==> config.mk <==
export PLATFORM = sky130hd
export DESIGN_NAME = acl_alu
export DESIGN_NICKNAME = d
export VERILOG_FILES = /design/src/rtl/acl_alu_core.v /design/src/rtl/acl_alu.v
export VERILOG_INCLUDE_DIRS = /design/src /design/src/rtl
export SDC_FILE = /design/constraint.sdc
export NUM_CORES = 1
export LEC_CHECK = 0
export ABC_AREA = 1
export BUFFER_PORTS_ARGS = -buffer_cell sky130_fd_sc_hd__buf_2
export CAP_MARGIN = 25
export CORE_UTILIZATION = 46
export DETAILED_ROUTE_END_ITERATION = 16
export PLACE_DENSITY = 0.75
export SYNTH_ARGS = -nofsm -noshare
export SYNTH_HDL_FRONTEND = slang
export SYNTH_SLANG_ARGS = --single-unit
==> constraint.sdc <==
create_clock -name core_clk -period 10.5 [get_ports core_clk]
set_input_delay 1.05 -clock core_clk [delete_from_list [all_inputs] [get_ports core_clk]]
set_output_delay 1.05 -clock core_clk [all_outputs]
set_load 0.005 [all_outputs]
==> src/rtl/acl_defines.vh <==
/*
 Constants shared by the accumulator subtract/logic/compare slice.
 Assumes inclusion by bare name from the rtl folder; holds definitions only.
*/
`ifndef ACL_DEFINES_VH
`define ACL_DEFINES_VH

// Opcode layout: [7:6] group, [5:3] operation, [2:0] register_code
`define ACL_GRP_REG 2'h2
`define ACL_GRP_IMM 2'h3
`define ACL_RC_MEM 3'h6
`define ACL_RC_ACC 3'h7
`define ACL_RC_H 3'h4
`define ACL_RC_L 3'h5
`define ACL_PFX_X 8'hDD
`define ACL_PFX_Y 8'hFD

// Operation field codes
`define ACL_OP_SUB 3'h2
`define ACL_OP_SBC 3'h3
`define ACL_OP_AND 3'h4
`define ACL_OP_OR 3'h5
`define ACL_OP_XOR 3'h6
`define ACL_OP_CP 3'h7

// Flag bit positions
`define ACL_F_S 7
`define ACL_F_Z 6
`define ACL_F_H 4
`define ACL_F_PV 2
`define ACL_F_N 1
`define ACL_F_C 0

// Clock states per machine cycle, one clock state per core_clk cycle
`define ACL_T_FETCH 3'h4
`define ACL_T_READ 3'h3
`define ACL_T_ADDR 3'h5

// Reset values
`define ACL_RST_REG 8'h00
`define ACL_RST_FLAGS 8'h00
`define ACL_RST_WORD 16'h0000

`endif

==> src/rtl/acl_alu_core.v <==
/*
 Combinational result and flag generator for subtract, subtract with borrow,
 AND, OR, exclusive-OR and compare. Assumes the caller registers the outputs.
*/
`timescale 1ns/10ps
`default_nettype none
`include "acl_defines.vh"

module acl_alu_core(
	input wire [2:0] op_sel,
	input wire [7:0] a,
	input wire [7:0] b,
	input wire cin,
	output reg [7:0] result,
	output reg [7:0] flags_out,
	output reg acc_we
);

	reg borrow_in;
	reg [8:0] diff;
	reg [4:0] half;
	reg ovf;

	function parity_even;
		input [7:0] v;
		begin
			parity_even = ~^v;
		end
	endfunction

	always @*
	begin
		borrow_in = (op_sel == `ACL_OP_SBC) & cin;
		diff = {1'b0, a} - {1'b0, b} - {8'h00, borrow_in};
		half = {1'b0, a[3:0]} - {1'b0, b[3:0]} - {4'h0, borrow_in};
		ovf = (a[7] != b[7]) && (diff[7] != a[7]);
		result = a;
		flags_out = `ACL_RST_FLAGS;
		acc_we = 1'b1;
		case (op_sel)
			`ACL_OP_SUB, `ACL_OP_SBC, `ACL_OP_CP:
			begin
				result = diff[7:0];
				flags_out[`ACL_F_H] = half[4];
				flags_out[`ACL_F_PV] = ovf;
				flags_out[`ACL_F_N] = 1'b1;
				flags_out[`ACL_F_C] = diff[8];
				acc_we = (op_sel != `ACL_OP_CP);
			end
			`ACL_OP_AND:
			begin
				result = a & b;
				flags_out[`ACL_F_H] = 1'b1;
				flags_out[`ACL_F_PV] = parity_even(a & b);
			end
			`ACL_OP_OR:
			begin
				result = a | b;
				flags_out[`ACL_F_PV] = parity_even(a | b);
			end
			`ACL_OP_XOR:
			begin
				result = a ^ b;
				flags_out[`ACL_F_PV] = parity_even(a ^ b);
			end
			default:
			begin
				acc_we = 1'b0;
			end
		endcase
		// Sign is bit 7; zero on compare means operand equals accumulator
		flags_out[`ACL_F_S] = result[7];
		flags_out[`ACL_F_Z] = (result == 8'h00);
		if (op_sel == `ACL_OP_CP)
		begin
			flags_out[`ACL_F_Z] = (a == b);
		end
	end

endmodule

`default_nettype wire

==> src/rtl/acl_alu.v <==
/*
 Accumulator slice that fetches and executes the subtract, subtract with
 borrow, AND, OR, exclusive-OR and compare group from memory.
 Assumes a synchronous memory on core_clk that holds mem_rdata valid on the
 last clock state of every read machine cycle, and host writes while idle.
*/
`timescale 1ns/10ps
`default_nettype none
`include "acl_defines.vh"

module acl_alu(
	input wire core_clk,
	input wire rst_b,
	input wire run,
	input wire pc_load,
	input wire [15:0] pc_load_value,
	input wire reg_wr_en,
	input wire [2:0] reg_wr_sel,
	input wire [7:0] reg_wr_data,
	input wire idx_x_wr_en,
	input wire idx_y_wr_en,
	input wire [15:0] idx_wr_data,
	input wire flag_wr_en,
	input wire [7:0] flag_wr_data,
	input wire [2:0] reg_rd_sel,
	output wire [7:0] reg_rd_data,
	output wire [7:0] acc,
	output reg [7:0] flags,
	output reg [15:0] pc,
	output reg [15:0] index_pair_x,
	output reg [15:0] index_pair_y,
	output reg [15:0] mem_addr,
	output reg mem_rd,
	input wire [7:0] mem_rdata,
	output wire busy,
	output reg instr_done,
	output reg illegal_op
);

	localparam [2:0] ST_IDLE = 3'h0;
	localparam [2:0] ST_FETCH = 3'h1;
	localparam [2:0] ST_FETCH2 = 3'h2;
	localparam [2:0] ST_IMM = 3'h3;
	localparam [2:0] ST_ADDR = 3'h4;
	localparam [2:0] ST_MEM = 3'h5;

	reg [7:0] gpr [0:7];
	reg [2:0] state;
	reg [2:0] tcnt;
	reg [7:0] op;
	reg [7:0] disp;
	reg indexed;
	reg use_y;
	reg [2:0] next_state;
	reg [2:0] next_tcnt;
	reg [15:0] next_addr;
	reg next_rd;
	reg [15:0] next_pc;
	reg [7:0] next_op;
	reg [7:0] next_disp;
	reg next_indexed;
	reg next_use_y;
	reg exec_en;
	reg bad;
	reg go_next;
	reg [15:0] pc_inc;
	reg [7:0] cur_op;
	reg [7:0] exec_b;
	wire [15:0] pointer_pair;
	wire [15:0] index_base;
	wire [15:0] eff_addr;
	wire [7:0] alu_res;
	wire [7:0] alu_flags;
	wire alu_acc_we;
	integer i;

	// Only the operation codes of this slice; add and add-with-carry belong elsewhere
	function in_group;
		input [7:0] v;
		in_group = v[5] | v[4];
	endfunction
	// Register form with a real register, not the memory code
	function is_reg_form;
		input [7:0] v;
		is_reg_form = (v[7:6] == `ACL_GRP_REG) && (v[2:0] != `ACL_RC_MEM);
	endfunction
	// Memory form through a pointer: the only form allowed after a prefix
	function is_ptr_form;
		input [7:0] v;
		is_ptr_form = (v[7:6] == `ACL_GRP_REG) && (v[2:0] == `ACL_RC_MEM);
	endfunction

	assign pointer_pair = {gpr[`ACL_RC_H], gpr[`ACL_RC_L]};
	assign index_base = use_y ? index_pair_y : index_pair_x;
	assign eff_addr = index_base + {{8{disp[7]}}, disp};
	assign acc = gpr[`ACL_RC_ACC];
	assign reg_rd_data = gpr[reg_rd_sel];
	assign busy = (state != ST_IDLE);

	acl_alu_core u_core(
		.op_sel(cur_op[5:3]),
		.a(gpr[`ACL_RC_ACC]),
		.b(exec_b),
		.cin(flags[`ACL_F_C]),
		.result(alu_res),
		.flags_out(alu_flags),
		.acc_we(alu_acc_we)
	);

	always @*
	begin
		cur_op = (state == ST_FETCH) ? mem_rdata : op;
		// Register form reads the file; every other form uses the byte just read
		exec_b = (state == ST_FETCH) ? gpr[mem_rdata[2:0]] : mem_rdata;
		next_state = state;
		next_tcnt = tcnt - 3'h1;
		next_addr = mem_addr;
		next_rd = mem_rd;
		next_pc = pc;
		next_op = op;
		next_disp = disp;
		next_indexed = indexed;
		next_use_y = use_y;
		exec_en = 1'b0;
		bad = 1'b0;
		go_next = 1'b0;
		pc_inc = pc + 16'h0001;
		if (state == ST_IDLE)
		begin
			next_tcnt = tcnt;
			if (run)
			begin
				next_state = ST_FETCH;
				next_tcnt = `ACL_T_FETCH;
				next_addr = pc;
				next_rd = 1'b1;
			end
		end
		else if (tcnt == 3'h1)
		begin
			case (state)
				ST_FETCH:
				begin
					next_pc = pc_inc;
					next_op = mem_rdata;
					next_indexed = 1'b0;
					if ((mem_rdata == `ACL_PFX_X) || (mem_rdata == `ACL_PFX_Y))
					begin
						next_indexed = 1'b1;
						next_use_y = (mem_rdata == `ACL_PFX_Y);
						next_state = ST_FETCH2;
						next_tcnt = `ACL_T_FETCH;
						next_addr = pc_inc;
					end
					else if (!in_group(mem_rdata))
					begin
						bad = 1'b1;
						go_next = 1'b1;
					end
					else if (is_reg_form(mem_rdata))
					begin
						exec_en = 1'b1;
						go_next = 1'b1;
					end
					else if (is_ptr_form(mem_rdata))
					begin
						next_state = ST_MEM;
						next_tcnt = `ACL_T_READ;
						next_addr = pointer_pair;
					end
					else if ((mem_rdata[7:6] == `ACL_GRP_IMM) && (mem_rdata[2:0] == `ACL_RC_MEM))
					begin
						next_state = ST_IMM;
						next_tcnt = `ACL_T_READ;
						next_addr = pc_inc;
					end
					else
					begin
						bad = 1'b1;
						go_next = 1'b1;
					end
				end
				ST_FETCH2:
				begin
					next_pc = pc_inc;
					next_op = mem_rdata;
					if (is_ptr_form(mem_rdata) && in_group(mem_rdata))
					begin
						next_state = ST_IMM;
						next_tcnt = `ACL_T_READ;
						next_addr = pc_inc;
					end
					else
					begin
						bad = 1'b1;
						go_next = 1'b1;
					end
				end
				ST_IMM:
				begin
					next_pc = pc_inc;
					if (indexed)
					begin
						next_disp = mem_rdata;
						next_state = ST_ADDR;
						next_tcnt = `ACL_T_ADDR;
						next_rd = 1'b0;
					end
					else
					begin
						exec_en = 1'b1;
						go_next = 1'b1;
					end
				end
				ST_ADDR:
				begin
					next_state = ST_MEM;
					next_tcnt = `ACL_T_READ;
					next_addr = eff_addr;
					next_rd = 1'b1;
				end
				ST_MEM:
				begin
					exec_en = 1'b1;
					go_next = 1'b1;
				end
				default:
				begin
					next_state = ST_IDLE;
					next_rd = 1'b0;
				end
			endcase
			// Stopping is honoured only between instructions
			if (go_next)
			begin
				next_indexed = 1'b0;
				if (run)
				begin
					next_state = ST_FETCH;
					next_tcnt = `ACL_T_FETCH;
					next_addr = next_pc;
					next_rd = 1'b1;
				end
				else
				begin
					next_state = ST_IDLE;
					next_rd = 1'b0;
				end
			end
		end
	end

	always @(posedge core_clk or negedge rst_b)
	begin
		if (!rst_b)
		begin
			for (i = 0; i < 8; i = i + 1)
				gpr[i] <= `ACL_RST_REG;
			flags <= `ACL_RST_FLAGS;
			pc <= `ACL_RST_WORD;
			index_pair_x <= `ACL_RST_WORD;
			index_pair_y <= `ACL_RST_WORD;
			mem_addr <= `ACL_RST_WORD;
			mem_rd <= 1'b0;
			state <= ST_IDLE;
			tcnt <= 3'h0;
			op <= `ACL_RST_REG;
			disp <= `ACL_RST_REG;
			indexed <= 1'b0;
			use_y <= 1'b0;
			instr_done <= 1'b0;
			illegal_op <= 1'b0;
		end
		else
		begin
			state <= next_state;
			tcnt <= next_tcnt;
			mem_addr <= next_addr;
			mem_rd <= next_rd;
			op <= next_op;
			disp <= next_disp;
			indexed <= next_indexed;
			use_y <= next_use_y;
			instr_done <= exec_en;
			illegal_op <= bad;
			pc <= next_pc;
			if (exec_en)
			begin
				flags <= alu_flags;
				if (alu_acc_we)
					gpr[`ACL_RC_ACC] <= alu_res;
			end
			// Host loads are taken only while idle so they never race execution
			if (state == ST_IDLE)
			begin
				if (pc_load)
					pc <= pc_load_value;
				if (reg_wr_en && (reg_wr_sel != `ACL_RC_MEM))
					gpr[reg_wr_sel] <= reg_wr_data;
				if (flag_wr_en)
					flags <= flag_wr_data;
				if (idx_x_wr_en)
					index_pair_x <= idx_wr_data;
				if (idx_y_wr_en)
					index_pair_y <= idx_wr_data;
			end
		end
	end

endmodule

`default_nettype wire

# Word level (Yosys, flattened, before mapping)
# Index checks and enable logic that the tools add are counted.
word_totals:
  ramBits: 0
  output_inout_bits: 92
  romBits: 0
  latchBits: 0
  n_memories: 0
  in_bits: 70
  ff_bits: 161
  wordCells: 204
op_classes:
  addsub: 7
  eq_ne: 31
  shift: 0
  bitwise_logic: 9
  n_div: 0
  reduce_logical: 31
  multipliers: 0
  muxes: 100
  order_cmp: 4
op_table:
  columns: ["operator", "count"]
  rows:
  - ["2-to-1 mux 16 bit", 17]
  - ["2-to-1 mux 8 bit", 13]
  - ["2-to-1 mux 3 bit", 23]
  - ["bitwise mux 64 bit", 1]
  - ["binary-select mux 8 bit (select 3 bit)", 2]
  - ["one-hot mux 16 bit (3 select lines)", 1]
  - ["one-hot mux 8 bit (4 select lines)", 1]
  - ["2-to-1 mux 1 bit", 30]
  - ["demux 8 bit (select 3 bit)", 1]
  - ["XNOR reduction 8 bit", 3]
  - ["== test 3 bit (second input constant)", 7]
  - ["adder 16 x 1 -> 16 bit (second input constant)", 1]
  - ["adder 16 bit", 1]
  - ["== test 8 bit (second input constant)", 2]
  - ["one-hot mux 3 bit (5 select lines)", 1]
  - ["== test 3 x 2 -> 1 bit (second input constant)", 4]
  - [">= comparator 4 bit (second input constant)", 3]
  - ["inequality test 3 bit (second input constant)", 4]
  - ["NOT 3 -> 4 bit", 3]
  - ["one-hot mux 3 bit (4 select lines)", 1]
  - ["AND reduction 4 bit", 3]
  - ["OR reduction 3 bit", 4]
  - ["subtractor 8 x 8 -> 9 bit", 1]
  - ["subtractor 9 x 1 -> 9 bit", 1]
  - ["35 further kinds", 54]

# Depth between registers and ports, before layout
# Gate-level depths: netlist (run 1).
depth:
  ltp_word: 13
  ltp_mapped: 28
  depth_no_buf: 27

# Hierarchy
# Synthesis (run 1) repeated with hierarchy kept, for this count alone.
unflattened:
  cells_unflattened: 1656
  hier_area_um2: 11661.2
by_module_without_submodules:
  columns: ["module", "cells_per_inst", "area_per_inst_um2", "seq_area_each_um2", "n_inst"]
  rows:
  - ["acl_alu", 1391, 10113.4, 3953.8, 1]
  - ["acl_alu_core", 265, 1547.7, 0.0, 1]

# Worst setup path after synthesis (run 1)
# Ideal clock, no wire load.
synth_timing:
  path_type: "input-to-reg"
  startpoint: "input port mem_rdata[1]"
  endpoint: "register flags[6]"
  arrival_ps: 4011
  path_slack_ps: 6412
  t_required_ps: 10423
  path_buffers: 2
  cell_stages: 26
  setup_ps: 77
  cell_sequence: "buf_2 clkbuf_1 a21oi_1 o21ai_0 o2111ai_1 nand2_1 nand2_1 fa_1 inv_1 ha_1 inv_1 nand2_1 fa_1 nand3_1 nand3b_1 nand2_1 nor2_1 nor2_1 nand2_1 nor2_1 nand2_1 nor2_1 nand3_1 nand2_1 nand2_1 a21oi_1"
synth_between:
  elab_chain_len: 13
  word_cells_on_any_way: 28
  classes_between: "2 x add/sub; 4 x eq/ne; 15 x mux; 4 x bitwise; 3 x reduce/logical"
synth_rtl:
  columns: ["element", "line", "text"]
  rows:
  - ["start, declared", "acl_alu.v:34", "input wire [7:0] mem_rdata,"]
  - ["NOT 3 -> 4 bit (implied by the code)", "acl_alu.v:114", "exec_b = (state == ST_FETCH) ? gpr[mem_rdata[2:0]] : mem_rdata;"]
  - ["binary-select mux 8 bit (select 3 bit)", "acl_alu.v:114", null]
  - ["2-to-1 mux 8 bit (implied by the code) (2 in a row)", "acl_alu.v:114", null]
  - ["2-to-1 mux 8 bit", "acl_alu.v:114", null]
  - ["subtractor 8 x 8 -> 9 bit", "acl_alu_core.v:34", "diff = {1'b0, a} - {1'b0, b} - {8'h00, borrow_in};"]
  - ["subtractor 9 x 1 -> 9 bit", "acl_alu_core.v:34", null]
  - ["one-hot mux 8 bit (4 select lines)", "acl_alu_core.v:40", "case (op_sel)"]
  - ["logical NOT 8 bit", "acl_alu_core.v:73", "flags_out[`ACL_F_Z] = (result == 8'h00);"]
  - ["2-to-1 mux 1 bit", "acl_alu_core.v:74", "if (op_sel == `ACL_OP_CP)"]
  - ["2-to-1 mux 8 bit (*)", "acl_alu.v:287", "if (exec_en)"]
  - ["2-to-1 mux 8 bit", "acl_alu.v:300", "if (flag_wr_en)"]
  - ["2-to-1 mux 8 bit (*)", "acl_alu.v:294", "if (state == ST_IDLE)"]
  - ["end signal, assigned", "acl_alu.v:259", "flags <= `ACL_RST_FLAGS;"]
  - ["end signal, assigned", "acl_alu.v:289", "flags <= alu_flags;"]
  - ["end signal, assigned", "acl_alu.v:301", "flags <= flag_wr_data;"]
  - ["end, declared", "acl_alu.v:28", "output reg [7:0] flags,"]
# Every way passes the cells marked *; elsewhere a longest branch is shown, timed or not. The select of a mux whose other input is x is not followed.
# A chain may end at the register's enable or synchronous reset.

# Worst setup path after layout (run 1)
layout_timing:
  startpoint: "input port mem_rdata[0]"
  endpoint: "register flags[6]"
# The elaborated chain is that of the path after synthesis.

==> results.sh, run 1 <==
export IMPL_fin_ws_ps=5860
export IMPL_slew_viol_final=0
export IMPL_core_area_mm2=0.0245
export IMPL_grt_pass1_vias=11030
export IMPL_drive_above_1_share_pct=15.1
export IMPL_status="complete, no violations"
export IMPL_slew_headroom_pct=28.0
export IMPL_tns_ps=0
export IMPL_syn_avg_cell_area_um2=7.07
export IMPL_syn_to_final_growth_pct=13.0
export IMPL_post_cts_resized=0
export IMPL_antenna_cells=0
export IMPL_fp_dieW_um=161
export IMPL_drv_cap=0
export IMPL_critical_path_class="primary input to register"
export IMPL_syn_cell_area_mm2=0.0116
export IMPL_numCtsBuffers=17
export IMPL_fmax_ghz=0.215
export IMPL_synth_distinct_cells=54
export IMPL_syn_num_nets=1765
export IMPL_wirelength_mm=38.5
export IMPL_final_common_cell="nand2_1"
export IMPL_p_per_area_mw_per_mm2=331
export IMPL_io_buffers=161
export IMPL_synth_seq_cells=158
export IMPL_ir_drop_v=0.000143
export IMPL_fin_crit_sh_pct=44.2
export IMPL_endpoint_kind="register"
export IMPL_yosysTopAreaCellShare_pct=34.1
export IMPL_rsz0062_at_grt="no"
export IMPL_via_count=11676
export IMPL_syn_inst=1640
export IMPL_synth_edf_count=0
export IMPL_clk_pin_slew_ps=70
export IMPL_cts_setup_buffers=0
export IMPL_routed_via_density=5.61
export IMPL_start_util_pct=47.2
export IMPL_synth_area_leaders="dfrtp_1 34%, nand2_1 12%, o21ai_0 8.9%, inv_1 6.8%, a21oi_1 6.3%"
export IMPL_synth_ff_type="dfrtp_1"
export IMPL_ios=162
export IMPL_cp_data_required_time_ps=10870
export IMPL_drtPass1Iterations=6
export IMPL_grt_usage_pct=30.1
export IMPL_arrival_ps=5020
export IMPL_die_area_mm2=0.0258
export IMPL_synth_top_area_cell="dfrtp_1"
export IMPL_detail_route_iter0_violations=1259
export IMPL_antenna_found_initial=0
export IMPL_skew_ps=13.7
export IMPL_leakage_nw=6.61
export IMPL_cts_hold_fix_buffers=0
export IMPL_synthArstFlopShare_pct=100
export IMPL_final_nets=1871
export IMPL_min_period_ps=4640
export IMPL_hp_class="register to register"
export IMPL_ys_seq_area_share_pct=34.1
export IMPL_n_fill_cell=2408
export IMPL_die_h_um=161
export IMPL_place_ws_ps=5520
export IMPL_rows=57
export IMPL_worstPathMaxFanout=41
export IMPL_finalHoldViolations=0
export IMPL_setup_violations=0
export IMPL_clockBufferDepth=2
export IMPL_htree_levels=4
export IMPL_grt_pass1_wl_mm=60.4
export IMPL_clock_sinks=158
export IMPL_gp_congestion=0.964
export IMPL_wl_per_cell_um=18.5
export IMPL_worst_pin_slew_ps=1080
export IMPL_worstSkewPairLatency_ps=450
export IMPL_critPathLaunchType="primary input"
export IMPL_overflow=0
export IMPL_grt_max_degree=81
export IMPL_drc=0
export IMPL_ys_warn_count=0
export IMPL_cts_root_buf="clkbuf_16"
export IMPL_ant_nets=0
export IMPL_layout_common_cells="362 x nand2_1, 209 x inv_1, 207 x o21ai_0"
export IMPL_cts_tree="built"
export IMPL_hpwl_mm=29.0
[per-layer routing]
layer | global-route usage, % | part of all wire, % | wire [um] | vias up
li1 | - | - | - | 5612
met1 | 39.3 | 42 | 16000 | 5441
met2 | 50.8 | 48 | 18400 | 543
met3 | 4.62 | 7.6 | 2920 | 80
met4 | 10.4 | 3.1 | 1190 | 0
met5 | 0 | 0 | 0 | -
[critical path: stages]
cell	delay, ps
buf_2	510
inv_1	500
nand2_1	180
nand2_1	160
fa_1	590
inv_1	70
ha_1	200
inv_1	50
nand2_1	70
fa_1	440
nand3_1	130
nand3b_1	80
nand2_1	80
nor2_1	40
nor2_1	80
nand2_1	70
nor2_1	90
nand2_1	60
nor2_1	160
nand3_1	120
nand2_1	80
nand2_1	50
a21oi_1	120
[sequential cells by signal, indices dropped and copies added, names as in the netlist]
signal and flops:
gpr 56, index_pair_x 16, pc 16, acc 8, instr_done 1, mem_rd 1
flags 8, disp 8, index_pair_y 16, mem_addr 16, tcnt 3, op 3
use_y 1, state 3, illegal_op 1, indexed 1
[stage by stage]
step | utilization [%] | total power [mW] | cell area (um2) | std cells | hold WS, ps
5_1_grt | 53.4 | 4.70 | 13100 | 2083 | 408
3_3_place_gp | 50.7 | 3.59 | 12400 | 2050 | 377
2_1_floorplan | - | 2.84 | 11600 | 1640 | 440
3_5_place_dp | 50.7 | 3.62 | 12400 | 2050 | 381
4_1_cts | 53.3 | 4.30 | 13100 | 2082 | 397
6_report | 53.4 | 4.33 | 13100 | 2083 | 394
[power by group]
part	total (mW)	switching [mW]	internal [mW]
sequential	1.14	0.269	0.869
clock	0.674	0.309	0.365
combinational	2.52	1.60	0.925
[path summary, 6_finish.rpt]
path                                            from                           to  slack [ps]  cells after the start
min in group asynchronous                      rst_b  index_pair_x[8]$_DFFE_PN0P_         650                      1
max in group asynchronous                      rst_b          gpr[13]$_DFFE_PN0P_        8730                      3
worst max-delay path                    mem_rdata[0]           flags[6]$_DFF_PN0_        5860                     23
worst min register to register   gpr[15]$_DFFE_PN0P_          gpr[15]$_DFFE_PN0P_         390                      0
worst min-delay path             gpr[15]$_DFFE_PN0P_          gpr[15]$_DFFE_PN0P_         390                      0
worst max register to register  state[2]$_DFFE_PN0P_           flags[6]$_DFF_PN0_        6090                     25
[synthesized netlist by cell type, drive strengths merged (15+ instances only)]
cell type	instances
nor2	132
xor2	22
inv	220
nand2	378
o22ai	15
a21oi	147
o21ai	214
clkbuf	48
ha	52
nand3	71
mux2	16
xnor2	15
dfrtp	158
buf	29
a31oi	18
[cell type report]
type	count	area, um2	area share [%]
Timing Repair Buffer	164	855	6.53
Sequential cell	158	3950	30.2
Clock buffer	17	425	3.25
Multi-Input combinational cell	1181	6420	49.0
Inverter	224	845	6.45
Clock inverter	15	193	1.47
Tap cell	324	405	3.10
[logic make-up (layout without fill, tap and decap cells)]
| logic type | after synthesis | after routing | synth area share (%) |
|---|---|---|---|
| and+or+nand+nor | 623 | 623 | 23.6 |
| adders and majority gates | 55 | 55 | 6.13 |
| buffers and inverters | 301 | 420 | 10.5 |
| DFF | 158 | 158 | 34.1 |
| AOI/OAI and AO/OA | 450 | 450 | 21.3 |
| muxes | 16 | 16 | 1.55 |
| xor gates and xnor gates | 37 | 37 | 2.80 |
No activity file was read; power rests on OpenSTA's default activity.
==> run 2, diff against run 1 <==
--- a/config.mk
+++ b/config.mk
@@ -11,7 +11,7 @@
 export CAP_MARGIN = 25
 export CORE_UTILIZATION = 46
 export DETAILED_ROUTE_END_ITERATION = 16
-export PLACE_DENSITY = 0.75
+export PLACE_DENSITY = 0.78
 export SYNTH_ARGS = -nofsm -noshare
 export SYNTH_HDL_FRONTEND = slang
 export SYNTH_SLANG_ARGS = --single-unit
==> constraint.sdc (replaced) <==
create_clock -name core_clk -period 4.1 [get_ports core_clk]
set_input_delay 0.41 -clock core_clk [delete_from_list [all_inputs] [get_ports core_clk]]
set_output_delay 0.41 -clock core_clk [all_outputs]
set_load 0.005 [all_outputs]
==> results.sh, run 2 (synthesis gave the netlist of run 1 again) <==
export IMPL_start_util_pct=47.2
export IMPL_final_common_cell="nand2_1"
export IMPL_p_int_mw=5.46
export IMPL_tns_ps=0
export IMPL_die_h_um=161
export IMPL_drc=0
export IMPL_power_frac_seq_pct=25.9
export IMPL_critPathLaunchType="register"
export IMPL_hp_class="primary input to register"
export IMPL_grt_pass1_wl_mm=60.9
export IMPL_power_switching_mw=5.66
export IMPL_slew_viol_final=0
export IMPL_slew_headroom_pct=29.4
export IMPL_worstSkewPairLatency_ps=450
export IMPL_clock_sinks=158
export IMPL_htree_levels=4
export IMPL_grt_max_degree=108
export IMPL_layout_common_cells="362 x nand2_1, 209 x inv_1, 206 x o21ai_0"
export IMPL_leakage_nw=6.66
export IMPL_syn_to_final_growth_pct=13.8
export IMPL_largest_register="gpr"
export IMPL_drv_cap=0
export IMPL_final_nets=1886
export IMPL_regToRegStartpoint="state[0]$_DFFE_PN0P_"
export IMPL_wirelength_mm=38.4
export IMPL_setup_violations=0
export IMPL_routed_via_density=5.67
export IMPL_finalHoldViolations=0
export IMPL_ios=162
export IMPL_detail_route_iter0_violations=1305
export IMPL_overflow=0
export IMPL_wl_per_cell_um=18.3
export IMPL_antenna_cells=0
export IMPL_status="complete, no violations"
export IMPL_worstHoldStart="flag_wr_data[3]"
export IMPL_numCtsBuffers=17
export IMPL_ir_drop_v=0.000631
export IMPL_pwr_share_comb_pct=59.7
export IMPL_worstPathMaxFanout=6
export IMPL_skew_ps=11.5
export IMPL_switching_share_pct=50.9
export IMPL_io_buffers=161
export IMPL_drtPass1Iterations=6
export IMPL_drive_above_1_share_pct=15.7
export IMPL_ant_nets=0
export IMPL_fp_dieW_um=161
export IMPL_startpoint="state[0]$_DFFE_PN0P_"
export IMPL_endpoint_kind="register"
export IMPL_cp_data_required_time_ps=4470
export IMPL_die_area_mm2=0.0258
export IMPL_critical_path_class="register to register"
export IMPL_cts_root_buf="clkbuf_16"
export IMPL_fin_crit_sh_pct=91.6
export IMPL_fin_ws_ps=346
export IMPL_largest_reg_flops=56
export IMPL_clockBufferDepth=2
export IMPL_grt_usage_pct=30.3
export IMPL_worst_pin_slew_ps=1060
export IMPL_core_area_mm2=0.0245
export IMPL_grt_pass1_vias=11242
export IMPL_place_ws_ps=347
export IMPL_gp_congestion=0.963
export IMPL_cts_setup_buffers=0
export IMPL_rsz0062_at_grt="no"
export IMPL_hpwl_mm=29.1
export IMPL_rows=57
export IMPL_antenna_found_initial=0
export IMPL_p_per_area_mw_per_mm2=843
export IMPL_pwr_share_clk_pct=14.4
export IMPL_min_period_ps=3750
export IMPL_via_count=11898
export IMPL_arrival_ps=4120
export IMPL_cts_tree="built"
export IMPL_clk_pin_slew_ps=70
export IMPL_fmax_ghz=0.266
## run 2: cell types whose count changed in the layout (fill, tap and decap cells not counted)
cell           delta
nor2_2            -1
o21ai_1           +1
clkinv_8          +1
clkbuf_1          +1
dlygate4sd3_1     +1
clkinvlp_4        +2
buf_12            +1
o21ai_0           -1
clkinv_4          +1
nor2_4            +1
bufinv_16         -2
inv_6             -3
buf_4            +13
## run 2: power groups by stage
| stage | clock [mW] | combinational (mW) | sequential, mW |
|---|---|---|---|
| finish | 1.60 | 6.63 | 2.88 |
| floorplan | 0 | 4.57 | 2.71 |
| global route | 1.69 | 7.41 | 2.96 |
| detailed placement | 0 | 6.49 | 2.89 |
| CTS | 1.62 | 6.53 | 2.86 |
| global placement | 0 | 6.38 | 2.87 |
## run 2: path summary, 6_finish.rpt
kind | slack, ps | to | cells past startpoint
setup / recovery | 350 | flags[6]$_DFF_PN0_ | 24
hold / removal | 170 | flags[3]$_DFF_PN0_ | 3
setup reg to reg | 350 | flags[6]$_DFF_PN0_ | 24
hold reg to reg | 400 | gpr[11]$_DFFE_PN0P_ | 0
max in group asynchronous | 3040 | acc[7]$_DFF_PN0_ | 3
min in group asynchronous | 340 | index_pair_x[10]$_DFFE_PN0P_ | 2
## run 2: timing repair
item / in CTS / in global routing
gates resized for setup: 0 / 2
hold endpoints to repair: 0 / 9
endpoints found under the setup margin: 0 / 2
hold buffers: 0 / 1
## run 2: metal layers
metal | vias up | global-route usage, % | part of all wire [%]
met5 | - | 0 | 0
met4 | 0 | 13.9 | 4.2
met3 | 119 | 4.86 | 7.5
met2 | 573 | 48.7 | 47
met1 | 5548 | 40.0 | 42
li1 | 5658 | - | -
## run 2: critical path: stages, from the launching register on
cell	delay [ps]
dfrtp_1	440
nand2_1	170
nor2_4	210
o2111ai_1	140
nand2_1	70
nand2_1	130
fa_1	550
inv_1	50
ha_1	180
inv_1	50
nand2_1	70
fa_1	470
nand3_1	140
nand3b_1	90
nand2_1	90
nor2_1	50
nor2_1	80
nand2_1	70
nor2_1	120
nand2_1	60
nor2_1	100
nand3_1	80
nand2_1	80
nand2_1	50
a21oi_1	130
## run 2: final cells by class
cell class / instances / area (um2)
tap: 324 / 405
multi-input combinational: 1181 / 6420
timing repair buffer: 179 / 982
sequential: 158 / 3950
fill: 2422 / 11300
clock buffer: 18 / 429
clock inverter: 14 / 146
inverter: 224 / 845
## run 2: through the flow
stage	instance area, um2	std cells	hold slack, ps	util (%)	total power, mW
6_report	13200	2098	166	53.7	11.1
5_1_grt	13200	2098	171	53.7	12.1
4_1_cts	13100	2096	124	53.6	11.0
3_5_place_dp	12600	2064	384	51.2	9.37
3_3_place_gp	12600	2064	382	51.2	9.25
2_1_floorplan	11600	1640	114	-	7.28
